**src/shared/osd_cmd_pkg.sv**
```systemverilog
/*
 * Shared constants, types and register map of the serial command decoder
 * of an on-screen character display.
 * Assumes a 100 MHz bus clock; every user writes osd_cmd_pkg::name.
 */
`default_nettype none

package osd_cmd_pkg;

    // ********************************
    // Timing
    // ********************************
    localparam int CLK_PERIOD_NS = 10;     // Bus clock period
    localparam int FORMAT_SETTLE_NS = 40;  // Least settle time after a format command
    localparam int FORMAT_SETTLE_CYC = (FORMAT_SETTLE_NS + CLK_PERIOD_NS - 1) / CLK_PERIOD_NS;

    // ********************************
    // Screen geometry
    // ********************************
    localparam int LINES = 12;             // Display lines
    localparam int COLUMNS = 24;           // Characters per line
    localparam int CELLS = 288;            // Character cells in memory
    localparam int CELL_AW = 9;            // Cell address width
    localparam int FULL_GLYPHS = 256;      // Variant with two glyph banks

    // ********************************
    // Register map (byte offsets)
    // ********************************
    localparam logic [7:0] REG_CURSOR = 8'h00;   // Cursor and attribute, read only
    localparam logic [7:0] REG_DISPLAY = 8'h04;  // Display settings, read only
    localparam logic [7:0] REG_STATUS = 8'h08;   // Busy flag and shift word, read only
    localparam logic [7:0] REG_RAM_ADDR = 8'h0C; // Readback cell address, read/write
    localparam logic [7:0] REG_RAM_DATA = 8'h10; // Cell at readback address, read only
    localparam int STATUS_BUSY_BIT = 16;         // Busy flag position in status
    localparam logic [CELL_AW-1:0] RAM_ADDR_RST = 9'h000; // Readback address reset

    // ********************************
    // Types
    // ********************************
    // One character cell as stored
    typedef struct packed {
        logic blink;
        logic [2:0] rgb;
        logic bank;
        logic [6:0] code;
    } cell_s;

    // Cursor and current character attribute
    typedef struct packed {
        logic blink;
        logic [2:0] rgb;
        logic [3:0] line_number_field;
        logic [4:0] column_number_field;
    } cursor_s;

    // Display settings, exactly 32 bits
    typedef struct packed {
        logic [3:0] test_mode;
        logic [5:0] char_size;
        logic [4:0] hpos;
        logic [4:0] vpos;
        logic [4:0] background;
        logic format_flag;
        logic frame_edge;
        logic bank_sel;
        logic dot_clock_run;
        logic [1:0] flash_ratio_sel;
        logic display_on;
    } settings_s;

    localparam settings_s SETTINGS_RST = '0;      // Settings after reset

    // Decoded command kinds
    typedef enum logic [3:0] {
        CMD_NONE, CMD_CHAR, CMD_ATTR, CMD_LINE, CMD_COL, CMD_BACK, CMD_DISP,
        CMD_BANK, CMD_FRAME, CMD_FORMAT, CMD_VPOS, CMD_HPOS, CMD_SIZE, CMD_TEST
    } cmd_e;

    // Execution states, one-hot
    typedef enum logic [2:0] {
        ST_IDLE = 3'b001,
        ST_HOLD = 3'b010,
        ST_CLEAR = 3'b100
    } state_e;

endpackage

`default_nettype wire

```
**src/logic/cell_ram.sv**
```systemverilog
/*
 * Simple dual-port character cell memory with a registered read port.
 * Assumes one clock; write and read addresses come from the same domain.
 */
`timescale 1ns/1ps
`default_nettype none

module cell_ram #(
    parameter int WIDTH = 12,
    parameter int DEPTH = 288,
    parameter int AW = 9
) (
    // Clock
    input wire logic clk,
    // Write port
    input wire logic we,
    input wire logic [AW-1:0] waddr,
    input wire logic [WIDTH-1:0] wdata,
    // Read port
    input wire logic [AW-1:0] raddr,
    output logic [WIDTH-1:0] rdata
);

    // ********************************
    // Storage
    // ********************************
    if (DEPTH > (1 << AW) || DEPTH < 1) begin : g_bad_depth
        $error("cell_ram depth does not fit the address width");
    end

    logic [WIDTH-1:0] mem [DEPTH];  // Cell array, no reset

    // Write, then registered read
    always_ff @(posedge clk) begin
        if (we && waddr < AW'(DEPTH)) begin
            mem[waddr] <= wdata;
        end
        rdata <= (raddr < AW'(DEPTH)) ? mem[raddr] : '0;
    end

endmodule

`default_nettype wire

```
**src/logic/osd_serial_command_decoder.sv**
```systemverilog
/*
 * Serial command decoder of an on-screen character display: shifts in
 * host command words, executes them on the strobe, keeps the cursor,
 * the display settings and the character memory, reports busy.
 * Assumes serial pins are asynchronous to pclk and far slower than it;
 * APB master on pclk.
 */
// Local design decisions: the APB register port and the register offsets.
`timescale 1ns/1ps
`default_nettype none

module osd_serial_command_decoder #(
    parameter int NUM_GLYPHS = 256
) (
    // Clock and reset
    input wire logic pclk,
    input wire logic presetn,
    // APB slave
    input wire logic psel,
    input wire logic penable,
    input wire logic pwrite,
    input wire logic [7:0] paddr,
    input wire logic [31:0] pwdata,
    output logic [31:0] prdata,
    output logic pready,
    output logic pslverr,
    // Serial command pins
    input wire logic sclk,
    input wire logic sdata,
    input wire logic command_strobe,
    output logic busy,
    // Settings to the display engine
    output osd_cmd_pkg::settings_s settings
);

    // ********************************
    // Elaboration checks
    // ********************************
    if (NUM_GLYPHS != 64 && NUM_GLYPHS != 128 && NUM_GLYPHS != 256) begin : g_bad_glyphs
        $error("NUM_GLYPHS must be 64, 128 or 256");
    end

    localparam bit FULL = (NUM_GLYPHS == osd_cmd_pkg::FULL_GLYPHS); // Two banks, clearable memory
    localparam int AW = osd_cmd_pkg::CELL_AW;
    localparam logic [AW-1:0] LAST_CELL = AW'(osd_cmd_pkg::CELLS - 1);
    localparam logic [4:0] LAST_COL = 5'(osd_cmd_pkg::COLUMNS - 1);
    localparam logic [3:0] LAST_LINE = 4'(osd_cmd_pkg::LINES - 1);
    localparam logic [2:0] SETTLE_LOAD = 3'(osd_cmd_pkg::FORMAT_SETTLE_CYC - 1);
    localparam osd_cmd_pkg::state_e ST_RST = FULL ? osd_cmd_pkg::ST_CLEAR : osd_cmd_pkg::ST_IDLE;

    // ********************************
    // Functions
    // ********************************
    // Classify a command word under the current format flag
    function automatic osd_cmd_pkg::cmd_e classify(input logic [7:0] w, input logic f);
        osd_cmd_pkg::cmd_e k;
        k = osd_cmd_pkg::CMD_NONE;
        if (w[7:2] == 6'h3F) begin
            k = osd_cmd_pkg::CMD_FORMAT;
        end else if (!f) begin
            if (!w[7]) k = osd_cmd_pkg::CMD_CHAR;
            else if (w[7:4] == 4'h8) k = osd_cmd_pkg::CMD_ATTR;
            else if (w[7:4] == 4'h9) k = osd_cmd_pkg::CMD_LINE;
            else if (w[7:5] == 3'h5) k = osd_cmd_pkg::CMD_COL;
            else if (w[7:5] == 3'h6) k = osd_cmd_pkg::CMD_BACK;
            else if (w[7:4] == 4'hE) k = osd_cmd_pkg::CMD_DISP;
            else if (w[7:1] == 7'h7A) k = osd_cmd_pkg::CMD_BANK;
            else if (w[7:2] == 6'h3C && !w[0]) k = osd_cmd_pkg::CMD_FRAME;
        end else begin
            if (w[7:5] == 3'h2) k = osd_cmd_pkg::CMD_VPOS;
            else if (w[7:5] == 3'h6) k = osd_cmd_pkg::CMD_HPOS;
            else if (w[7:6] == 2'h2) k = osd_cmd_pkg::CMD_SIZE;
            else if (w[7:4] == 4'hE) k = osd_cmd_pkg::CMD_TEST;
        end
        return k;
    endfunction
    // Linear cell index of a line and column
    function automatic logic [AW-1:0] cell_index(input logic [3:0] ln, input logic [4:0] col);
        return AW'({ln, 4'h0}) + AW'({ln, 3'h0}) + AW'(col);
    endfunction

    // ********************************
    // Pin synchronisers
    // ********************************
    logic [2:0] meta_r;  // First stage, read only by sync_r
    logic [2:0] sync_r;  // Second stage: strobe, data, serial clock
    logic [2:0] prev_r;  // Previous synchronised level for edges
    // Two flip-flops per pin, then one for edge finding
    always_ff @(posedge pclk or negedge presetn) begin
        if (!presetn) begin
            meta_r <= 3'h0;
            sync_r <= 3'h0;
            prev_r <= 3'h0;
        end else begin
            meta_r <= {command_strobe, sdata, sclk};
            sync_r <= meta_r;
            prev_r <= sync_r;
        end
    end
    wire logic sclk_rise = sync_r[0] & ~prev_r[0];  // Serial clock edge
    wire logic sdata_s = sync_r[1];                 // Data at that edge
    wire logic stb_rise = sync_r[2] & ~prev_r[2];   // Strobe rising edge

    // ********************************
    // Shift register
    // ********************************
    logic [7:0] shift_r;  // Last eight serial bits, first bit ends as bit 7
    // Shift on every serial clock rise, oldest bits fall out
    always_ff @(posedge pclk or negedge presetn) begin
        if (!presetn) begin
            shift_r <= 8'h00;
        end else if (sclk_rise) begin
            shift_r <= {shift_r[6:0], sdata_s};
        end
    end

    // ********************************
    // Decode and execution state
    // ********************************
    osd_cmd_pkg::settings_s settings_r;     // Display settings
    osd_cmd_pkg::state_e state_r, state_nxt;
    logic [2:0] hold_cnt_r, hold_cnt_nxt;   // Busy hold countdown
    logic [AW-1:0] clear_addr_r;            // Memory clear pointer
    logic busy_r;                           // Busy pin
    logic ram_we_r;                         // Character write pending this cycle
    logic [6:0] code_r;                     // Character code to write
    wire osd_cmd_pkg::cmd_e cmd_kind = classify(shift_r, settings_r.format_flag);
    wire logic is_format = (cmd_kind == osd_cmd_pkg::CMD_FORMAT);
    wire logic soft_reset = is_format & shift_r[0];          // Reset bit, never stored
    wire logic clearing = (state_r == osd_cmd_pkg::ST_CLEAR);
    wire logic char_go = stb_rise & (cmd_kind == osd_cmd_pkg::CMD_CHAR) & ~clearing;
    wire logic cell_done = ram_we_r & ~clearing;             // Write lands this edge
    // Next state and busy countdown
    always_comb begin
        state_nxt = state_r;
        hold_cnt_nxt = hold_cnt_r;
        unique case (state_r)
            osd_cmd_pkg::ST_IDLE, osd_cmd_pkg::ST_HOLD: begin
                if (stb_rise && soft_reset && FULL) begin
                    state_nxt = osd_cmd_pkg::ST_CLEAR;
                end else if (stb_rise) begin
                    state_nxt = osd_cmd_pkg::ST_HOLD;
                    hold_cnt_nxt = is_format ? SETTLE_LOAD : 3'h0;
                end else if (state_r == osd_cmd_pkg::ST_HOLD) begin
                    if (hold_cnt_r == 3'h0) begin
                        state_nxt = osd_cmd_pkg::ST_IDLE;
                    end else begin
                        hold_cnt_nxt = hold_cnt_r - 3'h1;
                    end
                end
            end
            osd_cmd_pkg::ST_CLEAR: begin
                // Busy until the last cell is zeroed
                if (clear_addr_r == LAST_CELL) begin
                    state_nxt = osd_cmd_pkg::ST_IDLE;
                end
            end
            default: begin
                state_nxt = osd_cmd_pkg::ST_IDLE;
            end
        endcase
    end

    // State, busy and the clear pointer
    always_ff @(posedge pclk or negedge presetn) begin
        if (!presetn) begin
            state_r <= ST_RST;
            busy_r <= FULL;
            hold_cnt_r <= 3'h0;
            clear_addr_r <= '0;
        end else begin
            state_r <= state_nxt;
            hold_cnt_r <= hold_cnt_nxt;
            busy_r <= (state_nxt != osd_cmd_pkg::ST_IDLE);
            clear_addr_r <= (state_nxt == osd_cmd_pkg::ST_CLEAR && clearing) ? clear_addr_r + 1'b1 : '0;
        end
    end

    // Settings updated on the strobe, even while busy
    always_ff @(posedge pclk or negedge presetn) begin
        if (!presetn) begin
            settings_r <= osd_cmd_pkg::SETTINGS_RST;
        end else if (stb_rise) begin
            unique case (cmd_kind)
                osd_cmd_pkg::CMD_BACK: settings_r.background <= shift_r[4:0];
                osd_cmd_pkg::CMD_DISP: begin
                    settings_r.display_on <= shift_r[3];
                    settings_r.flash_ratio_sel <= shift_r[2:1];
                    settings_r.dot_clock_run <= shift_r[0];
                end
                osd_cmd_pkg::CMD_BANK: begin
                    if (FULL) settings_r.bank_sel <= shift_r[0];
                end
                osd_cmd_pkg::CMD_FRAME: settings_r.frame_edge <= shift_r[1];
                osd_cmd_pkg::CMD_FORMAT: begin
                    if (soft_reset) begin
                        settings_r.char_size <= 6'h00;
                        settings_r.test_mode <= 4'h0;
                        settings_r.format_flag <= 1'b0;
                    end else begin
                        settings_r.format_flag <= shift_r[1];
                    end
                end
                osd_cmd_pkg::CMD_VPOS: settings_r.vpos <= shift_r[4:0];
                osd_cmd_pkg::CMD_HPOS: settings_r.hpos <= shift_r[4:0];
                osd_cmd_pkg::CMD_SIZE: settings_r.char_size <= shift_r[5:0];
                osd_cmd_pkg::CMD_TEST: settings_r.test_mode <= shift_r[3:0];
                default: ; // Cursor commands and unknown words leave settings alone
            endcase
        end
    end

    // ********************************
    // Cursor and character writes
    // ********************************
    osd_cmd_pkg::cursor_s cursor_r;  // Line, column and attribute
    // Attribute and address loads; increment on the same edge as the memory write
    always_ff @(posedge pclk or negedge presetn) begin
        if (!presetn) begin
            cursor_r <= '0;
            ram_we_r <= 1'b0;
            code_r <= 7'h00;
        end else begin
            ram_we_r <= char_go;
            if (char_go) code_r <= shift_r[6:0];
            if (stb_rise && cmd_kind == osd_cmd_pkg::CMD_ATTR) begin
                cursor_r.blink <= shift_r[3];
                cursor_r.rgb <= shift_r[2:0];
            end
            if (cell_done) begin
                // Advance once per write, whatever the strobe width
                if (cursor_r.column_number_field == LAST_COL) begin
                    cursor_r.column_number_field <= 5'h00;
                    cursor_r.line_number_field <= (cursor_r.line_number_field == LAST_LINE) ?
                        4'h0 : cursor_r.line_number_field + 4'h1;
                end else begin
                    cursor_r.column_number_field <= cursor_r.column_number_field + 5'h01;
                end
            end else if (stb_rise && cmd_kind == osd_cmd_pkg::CMD_LINE) begin
                cursor_r.line_number_field <= shift_r[3:0];
            end else if (stb_rise && cmd_kind == osd_cmd_pkg::CMD_COL) begin
                cursor_r.column_number_field <= shift_r[4:0];
            end
        end
    end

    // Memory port: clearing has the port, else the pending character
    osd_cmd_pkg::cell_s cell_w;
    assign cell_w = clearing ? '0 : {cursor_r.blink, cursor_r.rgb, settings_r.bank_sel, code_r};
    wire logic ram_we = clearing | ram_we_r;
    wire logic [AW-1:0] ram_waddr = clearing ? clear_addr_r :
        cell_index(cursor_r.line_number_field, cursor_r.column_number_field);
    logic [AW-1:0] ram_raddr_r;              // Readback address from software
    logic [$bits(osd_cmd_pkg::cell_s)-1:0] ram_rdata;
    cell_ram #(
        .WIDTH($bits(osd_cmd_pkg::cell_s)),
        .DEPTH(osd_cmd_pkg::CELLS),
        .AW(AW)
    ) i_cell_ram (
        .clk(pclk),
        .we(ram_we),
        .waddr(ram_waddr),
        .wdata(cell_w),
        .raddr(ram_raddr_r),
        .rdata(ram_rdata)
    );

    // ********************************
    // APB slave
    // ********************************
    logic [31:0] prdata_r;
    logic pready_r;
    logic pslverr_r;
    wire logic apb_go = psel & penable & ~pready_r;  // One wait state
    wire logic hit_addr = (paddr == osd_cmd_pkg::REG_RAM_ADDR);
    wire logic mapped = (paddr == osd_cmd_pkg::REG_CURSOR) | (paddr == osd_cmd_pkg::REG_DISPLAY) |
        (paddr == osd_cmd_pkg::REG_STATUS) | hit_addr | (paddr == osd_cmd_pkg::REG_RAM_DATA);
    wire logic [31:0] status_w = (32'(busy_r) << osd_cmd_pkg::STATUS_BUSY_BIT) | 32'(shift_r);
    wire logic [31:0] rd_mux =
        (paddr == osd_cmd_pkg::REG_CURSOR) ? 32'(cursor_r) :
        (paddr == osd_cmd_pkg::REG_DISPLAY) ? 32'(settings_r) :
        (paddr == osd_cmd_pkg::REG_STATUS) ? status_w :
        hit_addr ? 32'(ram_raddr_r) :
        (paddr == osd_cmd_pkg::REG_RAM_DATA) ? 32'(ram_rdata) : 32'h0000_0000;
    // Answer one cycle into the access phase; a write lands on the ready edge only
    always_ff @(posedge pclk or negedge presetn) begin
        if (!presetn) begin
            pready_r <= 1'b0;
            prdata_r <= 32'h0000_0000;
            pslverr_r <= 1'b0;
            ram_raddr_r <= osd_cmd_pkg::RAM_ADDR_RST;
        end else begin
            pready_r <= apb_go;
            pslverr_r <= apb_go & ~mapped;
            if (apb_go && !pwrite) prdata_r <= rd_mux;
            if (psel && penable && pready_r && pwrite && hit_addr) ram_raddr_r <= pwdata[AW-1:0];
        end
    end

    assign prdata = prdata_r;
    assign pready = pready_r;
    assign pslverr = pslverr_r;
    assign busy = busy_r;
    assign settings = settings_r;
endmodule

`default_nettype wire

```
**config.mk**
```make
export PLATFORM = sky130hd
export DESIGN_NAME = osd_serial_command_decoder
export DESIGN_NICKNAME = d
export VERILOG_FILES = /design/src/shared/osd_cmd_pkg.sv /design/src/logic/cell_ram.sv /design/src/logic/osd_serial_command_decoder.sv
export SDC_FILE = /design/constraint.sdc
export NUM_CORES = 2
export LEC_CHECK = 0
export BUFFER_PORTS_ARGS = -buffer_cell sky130_fd_sc_hd__buf_4
export CORE_UTILIZATION = 30
export DETAILED_ROUTE_END_ITERATION = 16
export GPL_TIMING_DRIVEN = 0
export PLACE_DENSITY_LB_ADDON = 0.2
export SYNTH_ARGS = -nofsm -noshare
export SYNTH_HDL_FRONTEND = slang
export SYNTH_SLANG_ARGS = --single-unit
```
**constraint.sdc**
```tcl
create_clock -name pclk -period 8.1 [get_ports pclk]
set_input_delay 1.62 -clock pclk [delete_from_list [all_inputs] [get_ports pclk]]
set_output_delay 1.62 -clock pclk [all_outputs]
set_load 0.02 [all_outputs]
```
==> results.json <==
{
  "finalNetCount": 7521,
  "cts.hold.buffers_added": 0,
  "r2r_cells": 12,
  "netlist_instances": 6688,
  "dieArea_um2": 469000,
  "cts.path.max_buffers": 4,
  "multi_input_area_um2": 31100,
  "cp.arrival_ps": 9200,
  "netSwitchingFraction_pct": 25.7,
  "pwr-share-clk_pct": 40.5,
  "holdPathStages": 0,
  "rrSetupSlack_ps": -390,
  "place_hpwl_um": 473000,
  "ant_nets": 0,
  "rr_endpoint": "i_cell_ram.rdata[4]$_SDFF_PP0_",
  "hold_viol": 0,
  "grt_pass1_wl_um": 863000,
  "synth_fp_nets": 6750,
  "violations": "capacitance limit, slew limit, setup timing",
  "fmax_mhz": 118,
  "place_area_um2": 154000,
  "critical_path_class": "reg -> reg",
  "cts.clk_slew.worst_paths_ps": 60,
  "r2r-start": "ram_raddr_r[2]$_DFFE_PN0P_",
  "holdCritPathClass": "reg -> reg",
  "clock_sinks": 3596,
  "route.detailed.vias_per_inst": 6.07,
  "register_area_um2": 107000,
  "ys.flop_type": "edfxtp_1",
  "drtIter0Drc": 16900,
  "synth_area_leaders": "edfxtp_1, mux4_2, dfrtp_1",
  "synth.avg_cell_area_um2": 20.9,
  "ys_warn_count": 0,
  "crit_path_top_delay_cell": "buf_2",
  "cellPowerDensity_nw_per_um2": 266,
  "start_kind": "register",
  "ys_types": 81,
  "cpPeakStageDelay_ps": 1360,
  "fillerInstances": 42600,
  "post_cts_buffers": 0,
  "setup_viol": 2,
  "drv_cap": 16,
  "grt_max_degree": 85,
  "relSlewSlack_pct": -14.4,
  "h-tree-depth": 5,
  "p_leak_nw": 55.8,
  "combPwrFrac_pct": 9.9,
  "area_growth_pct": 19.5,
  "start_util_pct": 30.1,
  "synth_seq_cells": 3596,
  "routed_wl_um": 694000,
  "crit_fanout": 14,
  "place_congestion": 0.990,
  "ctsResizeCount": 0,
  "vdd_drop_max_mv": 0.189,
  "drive_gt1_share_pct": 30.8,
  "hold_start": "meta_r[2]$_DFF_PN0_",
  "setup_tns_ps": -461,
  "die_w_um": 685,
  "layout_common_cells": "edfxtp_1, mux4_2, clkbuf_16, nand2_1, nor2_2",
  "crit_chain": "buf_2, buf_2, buf_2, buf_2, buf_2, buf_12, nand3_1, nand4_1, nand4_1, nor3_1, o2111a_1, o221ai_1",
  "grt_util_all_layers_pct": 28.9,
  "outcome": "finished, violations left",
  "cts_buffers": 390,
  "rsz0062_at_grt": "false",
  "antenna_found_initial": 125,
  "vias": 85200,
  "core_area_um2": 464000,
  "synth_edf_count": 3456,
  "p_switching_mw": 11.4,
  "whs_endpoint": "sync_r[2]$_DFF_PN0_",
  "netlist_area_um2": 140000,
  "synth_top_area_share_pct": 74.2,
  "critPathTopFamily": "buffers and inverters",
  "post_drt_wl_per_cell_um": 49.5,
  "rows": 250,
  "clk_latency_ps": 1030,
  "required_ps": 8810,
  "worst_pin_slew_ps": 1720,
  "yosysSeqAreaShare_pct": 76.7,
  "fin_crit_sh_pct": 105,
  "ios": 115,
  "die_y_um": 685,
  "drt-pass1-iter-count": 8,
  "critPathCaptureType": "register",
  "final.min_clock_period_ps": 8490,
  "drc": 0,
  "grt_pass1_vias": 77500,
  "cts_tree": "built",
  "seq_power_share_pct": 49.6,
  "p_int_mw": 33.1,
  "portBuffers": 91,
  "skew_ps": 69.2,
  "mostFrequentLayoutCell": "edfxtp_1",
  "postLayoutCoreUtil_pct": 36.0,
  "final_area_um2": 167000,
  "critical_path_buf_inv_count": 6,
  "yosys.area.top_type": "edfxtp_1",
  "setup_slack_ps": -389,
  "grt.overflow.total": 0,
  "path_common_cell": "buf_2",
  "finalMaxSlewViolations": 100,
  "cts_root_buf": "clkbuf_16",
  "async_flop_share_pct": 3.56
}
[worst register-to-register path: stages, from the launching register on]
cell and delay (ps):
dfrtp_1 530, buf_2 500, buf_2 620, buf_2 1120, buf_2 1430, buf_2 530, buf_12 250, nand3_1 160
nand4_1 250, nand4_1 190, nor3_1 1270, o2111a_1 840, o221ai_1 490
[layer usage]
metal  global-route usage [%]  vias up  routed length, um
li1                         -    29600                  -
met1                     36.5    46500             251000
met2                     41.2     7464             293000
met3                     10.9     1609              94700
met4                     19.4       24              54400
met5                        0        -                312
[area by class of cell]
| type | count | area share, % |
|---|---|---|
| Sequential cell | 3596 | 64.2 |
| Multi-Input combinational cell | 2672 | 18.6 |
| Clock buffer | 491 | 6.19 |
| Tap cell | 6174 | 4.62 |
| Timing Repair Buffer | 379 | 3.57 |
| Buffer | 393 | 1.34 |
| Clock inverter | 218 | 1.32 |
| Antenna cell | 74 | 0.111 |
| Inverter | 27 | 0.0606 |
[worst max-delay path by stage]
stage | startpoint | to | cells past startpoint | slack [ps]
2_1_floorplan | state_r[1]$_DFF_PN0_ | i_cell_ram.mem[0][4]$_DFFE_PP_ | 5 | 2230
3_3_place_gp | state_r[0]$_DFF_PN0_ | i_cell_ram.mem[154][5]$_DFFE_PP_ | 5 | -3830
3_5_place_dp | ram_raddr_r[2]$_DFFE_PN0P_ | i_cell_ram.rdata[4]$_SDFF_PP0_ | 12 | 440
4_1_cts | ram_raddr_r[2]$_DFFE_PN0P_ | i_cell_ram.rdata[4]$_SDFF_PP0_ | 12 | 420
5_1_grt | ram_raddr_r[2]$_DFFE_PN0P_ | i_cell_ram.rdata[4]$_SDFF_PP0_ | 12 | 380
6_report | ram_raddr_r[2]$_DFFE_PN0P_ | i_cell_ram.rdata[4]$_SDFF_PP0_ | 12 | -390
[cell families after synthesis]
logic type | Yosys count | synth area share [%]
compound gates | 594 | 2.96
xor+xnor | 10 | 0.0626
fa+ha+maj | 14 | 0.136
buf+inv | 420 | 1.55
flops | 3596 | 76.7
mux | 1108 | 15.6
simple gates | 946 | 3.04
[registers in the layout (all words and copies together) (netlist names)]
register          flops
busy                  1
clear_addr_r          9
code_r                7
cursor_r             13
hold_cnt_r            3
i_cell_ram.mem     3456
i_cell_ram.rdata     12
meta_r                3
prdata               32
pready                1
prev_r                2
pslverr               1
ram_raddr_r           9
ram_we_r              1
settings             32
shift_r               8
state_r               3
sync_r                3
[synth_stat cells, types with 22 or more instances]
library cell / n
edfxtp_1: 3456
a21oi_1: 90
clkbuf_1: 168
mux2_2: 52
inv_1: 27
dfrtp_1: 126
mux4_2: 850
a22o_1: 37
a31oi_1: 22
o22ai_1: 76
a221oi_1: 29
nand3_1: 65
nand4_1: 38
and2_1: 25
buf_6: 28
nor3_1: 45
o21ai_0: 89
buf_2: 97
nor2_1: 408
nor2b_1: 27
o221ai_1: 35
buf_4: 61
nand2_1: 237
mux2i_1: 206
buf_1: 36
a22oi_1: 75
[stage by stage]
step	std cells	setup slack, ps	power, mW	hold slack (ps)
6_report	14000	-389	44.5	355
4_1_cts	13900	417	44.3	359
3_3_place_gp	13000	-3830	26.8	346
3_5_place_dp	13200	444	26.7	336
5_1_grt	14000	383	45.2	375
2_1_floorplan	6688	2230	24.3	331
[power by group through the flow]
stage	Combinational [mW]	Sequential, mW	Clock [mW]
finish	4.40	22.1	18.0
floorplan	1.44	22.9	0
global placement	3.26	23.6	0
detailed placement	4.19	22.5	0
CTS	4.19	22.1	18.0
global route	4.41	22.1	18.7
Note: power is estimated with default switching activity, not from simulation.
